<file path="src/core/port_pkg.sv">
package port_pkg;

   // ---------------------------------------------------------------
   // Register map (byte addresses, one 32-bit word each)
   // ---------------------------------------------------------------
   localparam int             ADDR_W          = 8;
   localparam int             DATA_W          = 32;
   localparam int             PORT_W          = 8;
   localparam logic [ADDR_W-1:0] OFS_PIN_VALUES  = 8'h00;
   localparam logic [ADDR_W-1:0] OFS_OUT_LATCH   = 8'h04;
   localparam logic [ADDR_W-1:0] OFS_DIRECTION   = 8'h08;
   localparam logic [ADDR_W-1:0] OFS_ANALOG_SEL  = 8'h0c;
   localparam logic [ADDR_W-1:0] OFS_CONTROL     = 8'h10;

   // ---------------------------------------------------------------
   // Reset values and implemented analog-select mask
   // ---------------------------------------------------------------
   localparam logic [7:0]     ANALOG_IMPL_MASK = 8'h2f;
   localparam logic [7:0]     ANALOG_RESET     = 8'h2f;
   localparam logic [7:0]     DIRECTION_RESET  = 8'hff;
   localparam logic [7:0]     LATCH_RESET      = 8'h00;
   localparam logic [3:0]     PIN_SELECT_RESET = 4'hf;

   // ---------------------------------------------------------------
   // Control register fields
   // ---------------------------------------------------------------
   localparam int             CTRL_OSC_LSB     = 0;
   localparam int             CTRL_CLKOUT_BIT  = 2;
   localparam int             CTRL_DAC_BIT     = 3;
   localparam int             CTRL_UNIT5_BIT   = 4;
   localparam int             CTRL_SR_BIT      = 5;
   localparam int             CTRL_PINSEL_LSB  = 6;

   // ---------------------------------------------------------------
   // Special pins and routed signals
   // ---------------------------------------------------------------
   localparam int             PIN_DAC          = 2;
   localparam int             PIN_UNIT5        = 4;
   localparam int             PIN_CLKOUT       = 6;
   localparam int             PIN_OSC_IN       = 7;
   localparam int             ROUTE_PWM2B      = 0;
   localparam int             ROUTE_TIMER3_CLK = 1;
   localparam int             ROUTE_UNIT3      = 2;
   localparam int             ROUTE_UNIT2      = 3;
   localparam int             ROUTE_N          = 4;

   // Clock out runs at one quarter of the oscillator
   localparam int             CLKOUT_DIV       = 4;
   localparam int             CLKOUT_DIV_W     = $clog2(CLKOUT_DIV);

   typedef enum logic [1:0] {
      OSC_INTERNAL = 2'b00,
      OSC_RC       = 2'b01,
      OSC_EXT_XTAL = 2'b10,
      OSC_EXT_CLK  = 2'b11
   } osc_mode_t;

endpackage : port_pkg

</file>
<file path="src/core/pin_sync.sv">
`timescale 1ns/1ps
`default_nettype none
module pin_sync #(
   parameter int W = 8
) (
   input  wire logic         clk_i,
   input  wire logic         rst_i,
   input  wire logic         ce_i,
   input  wire logic [W-1:0] d_i,
   output logic      [W-1:0] q_o
);
   typedef struct packed {
      logic [W-1:0] meta;
      logic [W-1:0] sync;
   } sync_state_t;

   sync_state_t state_q;
   sync_state_t state_d;

   // Only the second stage is read, so a metastable first stage never reaches logic
   always_comb begin
      state_d = state_q;
      if (ce_i) begin
         state_d.meta = d_i;
         state_d.sync = state_q.meta;
      end
   end

   always_ff @(posedge clk_i) begin
      if (rst_i) begin
         state_q <= '0;
      end else begin
         state_q <= state_d;
      end
   end

   assign q_o = state_q.sync;
endmodule // pin_sync
`default_nettype wire

</file>
<file path="src/core/route_select.sv">
`timescale 1ns/1ps
`default_nettype none
module route_select (
   input  wire logic sel_default_i,
   input  wire logic periph_out_i,
   input  wire logic periph_oe_i,
   input  wire logic pin_default_i,
   input  wire logic pin_alt_i,
   output logic      default_out_o,
   output logic      default_oe_o,
   output logic      alt_out_o,
   output logic      alt_oe_o,
   output logic      periph_in_o
);
   // Only the chosen pin ever sees the peripheral
   assign default_out_o = sel_default_i & periph_out_i;
   assign default_oe_o  = sel_default_i & periph_oe_i;
   assign alt_out_o     = ~sel_default_i & periph_out_i;
   assign alt_oe_o      = ~sel_default_i & periph_oe_i;
   assign periph_in_o   = sel_default_i ? pin_default_i : pin_alt_i;
endmodule // route_select
`default_nettype wire

</file>
<file path="src/core/port_a_ctrl.sv">
// The register addresses and the Wishbone register port were chosen for this implementation.
`timescale 1ns/1ps
`default_nettype none
module port_a_ctrl
   import port_pkg::*;
(
   input  wire logic              clk_i,
   input  wire logic              rst_i,
   input  wire logic              ce_i,
   // Wishbone classic slave
   input  wire logic              cyc_i,
   input  wire logic              stb_i,
   input  wire logic              we_i,
   input  wire logic [ADDR_W-1:0] adr_i,
   input  wire logic [3:0]        sel_i,
   input  wire logic [DATA_W-1:0] dat_i,
   output logic      [DATA_W-1:0] dat_o,
   output logic                   ack_o,
   // Port A pins
   input  wire logic [PORT_W-1:0] port_a_pin_i,
   output logic      [PORT_W-1:0] port_a_out_o,
   output logic      [PORT_W-1:0] port_a_oe_o,
   output logic      [PORT_W-1:0] analog_connect_o,
   output logic                   dac_reference_output_o,
   // Peripheral drivers for bit 4
   input  wire logic              unit5_out_i,
   input  wire logic              sr_latch_true_out_i,
   // Routed peripheral signals
   input  wire logic [ROUTE_N-1:0] route_periph_out_i,
   input  wire logic [ROUTE_N-1:0] route_periph_oe_i,
   input  wire logic [ROUTE_N-1:0] route_pin_default_i,
   input  wire logic [ROUTE_N-1:0] route_pin_alt_i,
   output logic      [ROUTE_N-1:0] route_default_out_o,
   output logic      [ROUTE_N-1:0] route_default_oe_o,
   output logic      [ROUTE_N-1:0] route_alt_out_o,
   output logic      [ROUTE_N-1:0] route_alt_oe_o,
   output logic      [ROUTE_N-1:0] route_periph_in_o
);

   // ---------------------------------------------------------------
   // State
   // ---------------------------------------------------------------
   typedef struct packed {
      logic [PORT_W-1:0]       lat;
      logic [PORT_W-1:0]       dir;
      logic [PORT_W-1:0]       analog_select_register;
      osc_mode_t               osc;
      logic                    clkout_en;
      logic                    dac_en;
      logic                    unit5_en;
      logic                    sr_en;
      logic [ROUTE_N-1:0]      pinsel;
      logic [CLKOUT_DIV_W-1:0] div;
      logic                    ack;
      logic [DATA_W-1:0]       rdata;
   } state_t;

   localparam state_t STATE_RESET = '{
      lat:       LATCH_RESET,
      dir:       DIRECTION_RESET,
      analog_select_register:     ANALOG_RESET,
      osc:       OSC_INTERNAL,
      clkout_en: 1'b0,
      dac_en:    1'b0,
      unit5_en:  1'b0,
      sr_en:     1'b0,
      pinsel:    PIN_SELECT_RESET,
      div:       '0,
      ack:       1'b0,
      rdata:     '0
   };

   state_t            state_q;
   state_t            state_d;
   logic [PORT_W-1:0] pin_sync_q;
   logic [ROUTE_N-1:0] route_def_sync;
   logic [ROUTE_N-1:0] route_alt_sync;
   logic [PORT_W-1:0] dig_in_en;
   logic [PORT_W-1:0] pin_read;
   logic              take;
   logic              internal_osc;
   logic              clkout_active;
   logic [DATA_W-1:0] ctrl_word;

   // ---------------------------------------------------------------
   // Pin synchronisers
   // ---------------------------------------------------------------
   pin_sync #(
      .W (PORT_W + 2*ROUTE_N)
   ) u_sync (
      .clk_i (clk_i),
      .rst_i (rst_i),
      .ce_i  (ce_i),
      .d_i   ({route_pin_alt_i, route_pin_default_i, port_a_pin_i}),
      .q_o   ({route_alt_sync, route_def_sync, pin_sync_q})
   );

   // ---------------------------------------------------------------
   // Oscillator pin modes
   // ---------------------------------------------------------------
   assign internal_osc  = (state_q.osc == OSC_INTERNAL);
   assign clkout_active = (state_q.osc == OSC_RC) || (internal_osc && state_q.clkout_en);

   // Digital input buffer gating per pin
   always_comb begin
      dig_in_en = ~state_q.analog_select_register;
      dig_in_en[PIN_DAC]    = ~state_q.analog_select_register[PIN_DAC] & ~state_q.dac_en;
      dig_in_en[PIN_UNIT5]  = 1'b1;
      dig_in_en[PIN_CLKOUT] = internal_osc & ~state_q.clkout_en;
      dig_in_en[PIN_OSC_IN] = internal_osc;
   end

   assign pin_read = pin_sync_q & dig_in_en;

   // ---------------------------------------------------------------
   // Pin drivers
   // ---------------------------------------------------------------
   always_comb begin
      port_a_out_o = state_q.lat;
      port_a_oe_o  = ~state_q.dir;
      port_a_oe_o[PIN_DAC] = ~state_q.dir[PIN_DAC] & ~state_q.dac_en;
      // Priority on bit 4: SR latch, then unit5, then latch
      if (state_q.sr_en) begin
         port_a_out_o[PIN_UNIT5] = sr_latch_true_out_i;
      end else if (state_q.unit5_en) begin
         port_a_out_o[PIN_UNIT5] = unit5_out_i;
      end
      if (clkout_active) begin
         port_a_out_o[PIN_CLKOUT] = state_q.div[CLKOUT_DIV_W-1];
         port_a_oe_o[PIN_CLKOUT]  = 1'b1;
      end else if (!internal_osc) begin
         // Crystal amplifier owns the pin in external modes
         port_a_oe_o[PIN_CLKOUT]  = 1'b0;
      end
      if (!internal_osc) begin
         port_a_oe_o[PIN_OSC_IN] = 1'b0;
      end
   end

   assign analog_connect_o       = state_q.dir & state_q.analog_select_register;
   assign dac_reference_output_o = state_q.dac_en & state_q.analog_select_register[PIN_DAC];

   // ---------------------------------------------------------------
   // Peripheral pin routing
   // ---------------------------------------------------------------
   for (genvar g = 0; g < ROUTE_N; g++) begin : g_route
      route_select u_route (
         .sel_default_i (state_q.pinsel[g]),
         .periph_out_i  (route_periph_out_i[g]),
         .periph_oe_i   (route_periph_oe_i[g]),
         .pin_default_i (route_def_sync[g]),
         .pin_alt_i     (route_alt_sync[g]),
         .default_out_o (route_default_out_o[g]),
         .default_oe_o  (route_default_oe_o[g]),
         .alt_out_o     (route_alt_out_o[g]),
         .alt_oe_o      (route_alt_oe_o[g]),
         .periph_in_o   (route_periph_in_o[g])
      );
   end

   // ---------------------------------------------------------------
   // Register file and next state
   // ---------------------------------------------------------------
   assign take = cyc_i && stb_i && !state_q.ack;

   always_comb begin
      ctrl_word = '0;
      ctrl_word[CTRL_OSC_LSB +: 2]              = state_q.osc;
      ctrl_word[CTRL_CLKOUT_BIT]                = state_q.clkout_en;
      ctrl_word[CTRL_DAC_BIT]                   = state_q.dac_en;
      ctrl_word[CTRL_UNIT5_BIT]                 = state_q.unit5_en;
      ctrl_word[CTRL_SR_BIT]                    = state_q.sr_en;
      ctrl_word[CTRL_PINSEL_LSB +: ROUTE_N]     = state_q.pinsel;
   end

   always_comb begin
      state_d     = state_q;
      state_d.div = CLKOUT_DIV_W'(state_q.div + 1'b1);
      state_d.ack = take;
      if (take) begin
         state_d.rdata = '0;
         case (adr_i)
            OFS_PIN_VALUES: state_d.rdata[PORT_W-1:0] = pin_read;
            OFS_OUT_LATCH:  state_d.rdata[PORT_W-1:0] = state_q.lat;
            OFS_DIRECTION:  state_d.rdata[PORT_W-1:0] = state_q.dir;
            OFS_ANALOG_SEL: state_d.rdata[PORT_W-1:0] = state_q.analog_select_register;
            OFS_CONTROL:    state_d.rdata = ctrl_word;
            default:        state_d.rdata = '0;
         endcase
         if (we_i) begin
            case (adr_i)
               OFS_PIN_VALUES, OFS_OUT_LATCH: begin
                  if (sel_i[0]) state_d.lat = dat_i[PORT_W-1:0];
               end
               OFS_DIRECTION: begin
                  if (sel_i[0]) state_d.dir = dat_i[PORT_W-1:0];
               end
               OFS_ANALOG_SEL: begin
                  if (sel_i[0]) state_d.analog_select_register = dat_i[PORT_W-1:0] & ANALOG_IMPL_MASK;
               end
               OFS_CONTROL: begin
                  if (sel_i[0]) begin
                     state_d.osc       = osc_mode_t'(dat_i[CTRL_OSC_LSB +: 2]);
                     state_d.clkout_en = dat_i[CTRL_CLKOUT_BIT];
                     state_d.dac_en    = dat_i[CTRL_DAC_BIT];
                     state_d.unit5_en  = dat_i[CTRL_UNIT5_BIT];
                     state_d.sr_en     = dat_i[CTRL_SR_BIT];
                     state_d.pinsel[1:0] = dat_i[CTRL_PINSEL_LSB +: 2];
                  end
                  if (sel_i[1]) state_d.pinsel[3:2] = dat_i[CTRL_PINSEL_LSB+2 +: 2];
               end
               default: ;
            endcase
         end
      end
   end

   // Power-on and brown-out both arrive on rst_i
   always_ff @(posedge clk_i) begin
      if (rst_i) begin
         state_q <= STATE_RESET;
      end else if (ce_i) begin
         state_q <= state_d;
      end
   end

   assign dat_o = state_q.rdata;
   assign ack_o = state_q.ack;

   // ---------------------------------------------------------------
   // Assertions
   // ---------------------------------------------------------------
   logic read_pin_taken;
   assign read_pin_taken = take && !we_i && (adr_i == OFS_PIN_VALUES) && ce_i;
endmodule // port_a_ctrl
`default_nettype wire

</file>
<file path="config.mk">
export PLATFORM = sky130hd
export DESIGN_NAME = port_a_ctrl
export DESIGN_NICKNAME = d
export VERILOG_FILES = /design/src/core/port_pkg.sv /design/src/core/pin_sync.sv /design/src/core/route_select.sv /design/src/core/port_a_ctrl.sv
export SDC_FILE = /design/constraint.sdc
export NUM_CORES = 1
export LEC_CHECK = 0
export ABC_AREA = 0
export BUFFER_PORTS_ARGS = -buffer_cell sky130_fd_sc_hd__buf_2
export CORE_MARGIN = 1
export CORE_UTILIZATION = 30
export CTS_CLUSTER_SIZE = 25
export DETAILED_ROUTE_END_ITERATION = 7
export HOLD_SLACK_MARGIN = 0.12
export SLEW_MARGIN = 20
export SYNTH_ARGS = -nofsm -noshare
export SYNTH_HDL_FRONTEND = slang
export SYNTH_SLANG_ARGS = --single-unit
</file>
<file path="constraint.sdc">
create_clock -name clk_i -period 2.25 [get_ports clk_i]
set_input_delay 0.3375 -clock clk_i [delete_from_list [all_inputs] [get_ports clk_i]]
set_output_delay 0.3375 -clock clk_i [all_outputs]
set_load 0.02 [all_outputs]
</file>
==> impl_metrics.toml <==
[outcome]
outcome = "finished, final reports clean"

[synth]
ys_ff_latch = 76
synth_top_area_share = 0.392
synthCells = 434
synth_seq_area_share = 0.392
synth_cell_type_count = 43
synth_top_flop_cell = "dfxtp_1"
synth_edf_count = 0
synth-async-reset-ratio = 0
avgSynthCellArea_um2 = 8.94
yosys_warnings = 0
netlist_area_um2 = 3880
yosys.area.top_type = "dfxtp_1"
ys_top_cells_by_area = "dfxtp_1 39%, mux2i_1 13%, buf_4 12%, nor2_1 6.6%, mux2_2 3.2%"

[clock_network]
cts.reportedPaths.clkPinSlew_ns = 0.06
cts_hold_buf = 0
cts_setup_buffers = 0
cts_resized = 0
cts_sinks = 76
cts_buffer_depth = 2
cts_made_buffers = 9
clockRootBuffer = "clkbuf_16"
cts_tree = "built"
clkLatencyLatePin_ns = 0.33
htree_levels = 3

[sta]
fin_crit_sh = 0.829
setup_viol = 0
rsz0062_at_grt = "false"
fmax_mhz = 536
tns_ns = 0
whs_ns = 0.238
clock_skew_ns = 0.00796
period_minus_slack_ns = 1.86
tightest_slew_ns = 0.577
slew_headroom = 0.615
hold_viol_final = 0
slew_violations = 0

[hold_path]
hold_path_class = "in2reg"
hold_start = "port_a_pin_i[2]"

[critical_path]
crit_chain = "nor2_1, nor2_1, mux2_2, buf_2"
cpMostUsedCell = "nor2_1"
worst_path_max_delay_cell = "dfxtp_1"
worstPathMaxFanout = 6
crit_type = "reg2out"
end_kind = "output port"
r2r-start = "ctrl_word[1]"
crit_required_ns = 1.91
arrival_ns = 1.53
max_stage_delay_ns = 0.44
crit_buf_inv = 1
crit_start = "ctrl_word[0]"
path_delay_family = "flip-flops"
start_kind = "flop"

[routing]
drtAntennaViolNets = 0
vias = 3071
drc = 0
via_per_inst = 4.52
drtIter0Drc = 186
firstDrtPassIters = 4
totalWireLength_um = 9310
wl_per_cell_um = 13.7

[global_routing]
antenna_found_initial = 1
grt_usage = 0.143
grt_pass1_wl_um = 14500
grt_pass1_vias = 2809
grt_overflow = 0
grt_max_degree = 36

[layout]
drive_gt1_frac = 0.294
stdcell_area_um2 = 4550
multi_input_area_um2 = 1840
final_net_count = 578
nFillCells = 1281
syn_to_final_growth_pct = 17.3
seq_area_um2 = 1520

[die]
dieArea_um2 = 13400
num_io_pins = 154
fp.dieH_um = 116
die_w_um = 116
rows = 41
start_util = 0.307
core-area_um2 = 12600

[placement]
place.port_buffers = 104
dpl_cell_area_um2 = 4260
gp_congestion = 0.826
dp_hpwl_um = 6970

[power_and_ir_drop]
peakVddDrop_uv = 284
power.leakage_nw = 2.20
power.density_nw_per_um2 = 687

[run]
max_cap_viol_count = 0
==> cell families (layout without fill, tap and decap cells) <==
| logic type | after synthesis | after routing | synth area share |
|---|---|---|---|
| simple gates | 148 | 148 | 0.195 |
| buf+inv | 95 | 144 | 0.156 |
| flops | 76 | 76 | 0.392 |
| mux | 61 | 61 | 0.161 |
| compound gates | 51 | 51 | 0.0900 |
| xor+xnor | 2 | 2 | 0.00452 |
| other cells | 1 | 26 | 0.000967 |
==> placed cells by master (no fill, tap or decap), types with 2 or more instances in the layout <==
| cell | n |
|---|---|
| buf_2 | 104 |
| dfxtp_1 | 76 |
| nor2_1 | 68 |
| mux2i_1 | 50 |
| conb_1 | 25 |
| and2_1 | 16 |
| nor2b_1 | 15 |
| buf_4 | 14 |
| o21ai_0 | 12 |
| mux2_2 | 11 |
| nor3_1 | 10 |
| nand2_1 | 10 |
| inv_1 | 9 |
| a31oi_1 | 9 |
| clkbuf_16 | 9 |
| a21oi_1 | 7 |
| nand2b_1 | 5 |
| a211o_1 | 5 |
| a22o_1 | 5 |
| a221oi_1 | 5 |
| nor4_1 | 4 |
| nand3_1 | 4 |
| nand4_1 | 3 |
| clkinv_2 | 3 |
| or3_1 | 2 |
| nand4b_1 | 2 |
| and3b_1 | 2 |
| a31o_2 | 2 |
| a211oi_1 | 2 |
==> path summary, 6_finish.rpt <==
path	to	slack, ns	cells past startpoint
worst min register to register	dat_o[8]	0.45	2
worst max register to register	dat_o[7]	0.54	4
worst max-delay path	port_a_out_o[6]	0.39	4
worst min-delay path	u_sync.state_q[18]	0.24	3
==> Yosys cell counts (3+ instances only) <==
library cell and n:
a211o_1 5, a21oi_1 7, a221oi_1 5, a22o_1 5
a31oi_1 9, and2_1 16, buf_2 5, buf_4 61
clkbuf_1 16, dfxtp_1 76, inv_1 9, mux2_2 11
mux2i_1 50, nand2_1 10, nand2b_1 5, nand3_1 4
nand4_1 3, nor2_1 68, nor2b_1 15, nor3_1 10
nor4_1 4, o21ai_0 12
==> report_power, final <==
group | internal [mW] | switching [mW] | leakage, nW
Combinational | 0.121 | 0.191 | 1.44
Clock | 0.858 | 0.552 | 0.147
Sequential | 1.38 | 0.0215 | 0.619
Total | 2.36 | 0.764 | 2.20
==> area by class of cell <==
cell class / count / share of cell area
antenna: 1 / 0.000550
clock buffer: 10 / 0.0503
clock inverter: 6 / 0.0137
inverter: 9 / 0.00742
multi-input combinational: 287 / 0.404
sequential: 76 / 0.334
tap: 172 / 0.0473
timing repair buffer: 119 / 0.142
==> registers in the layout, summed over array words and instances, names as in the netlist <==
register,count
dat_o,10
u_sync.q_o,16
ctrl_word,10
u_sync.state_q,16
state_q,17
ack_o,1
port_a_out_o,6
==> worst min-delay path: stages <==
cell     delay [ns]
buf_2          0.08
mux2i_1        0.05
nor2_1         0.07
==> stage by stage <==
step | instances | worst slack [ns] | util | total power [mW]
2_1_floorplan | 458 | 0.452 | - | 1.69
3_3_place_gp | 663 | 0.343 | 0.337 | 1.74
3_5_place_dp | 663 | 0.322 | 0.337 | 1.75
4_1_cts | 679 | 0.385 | 0.360 | 3.17
5_1_grt | 679 | 0.336 | 0.360 | 3.27
6_report | 680 | 0.386 | 0.361 | 3.13
==> layer usage <==
layer | track usage | vias to the layer above | share of wire
met1 | 0.192 | 1397 | 0.47
li1 | - | 1543 | -
met2 | 0.220 | 122 | 0.44
met3 | 0.0403 | 9 | 0.080
met4 | 0.0479 | 0 | 0.012
met5 | 0 | - | 0
(Power assumes the default switching activity.)
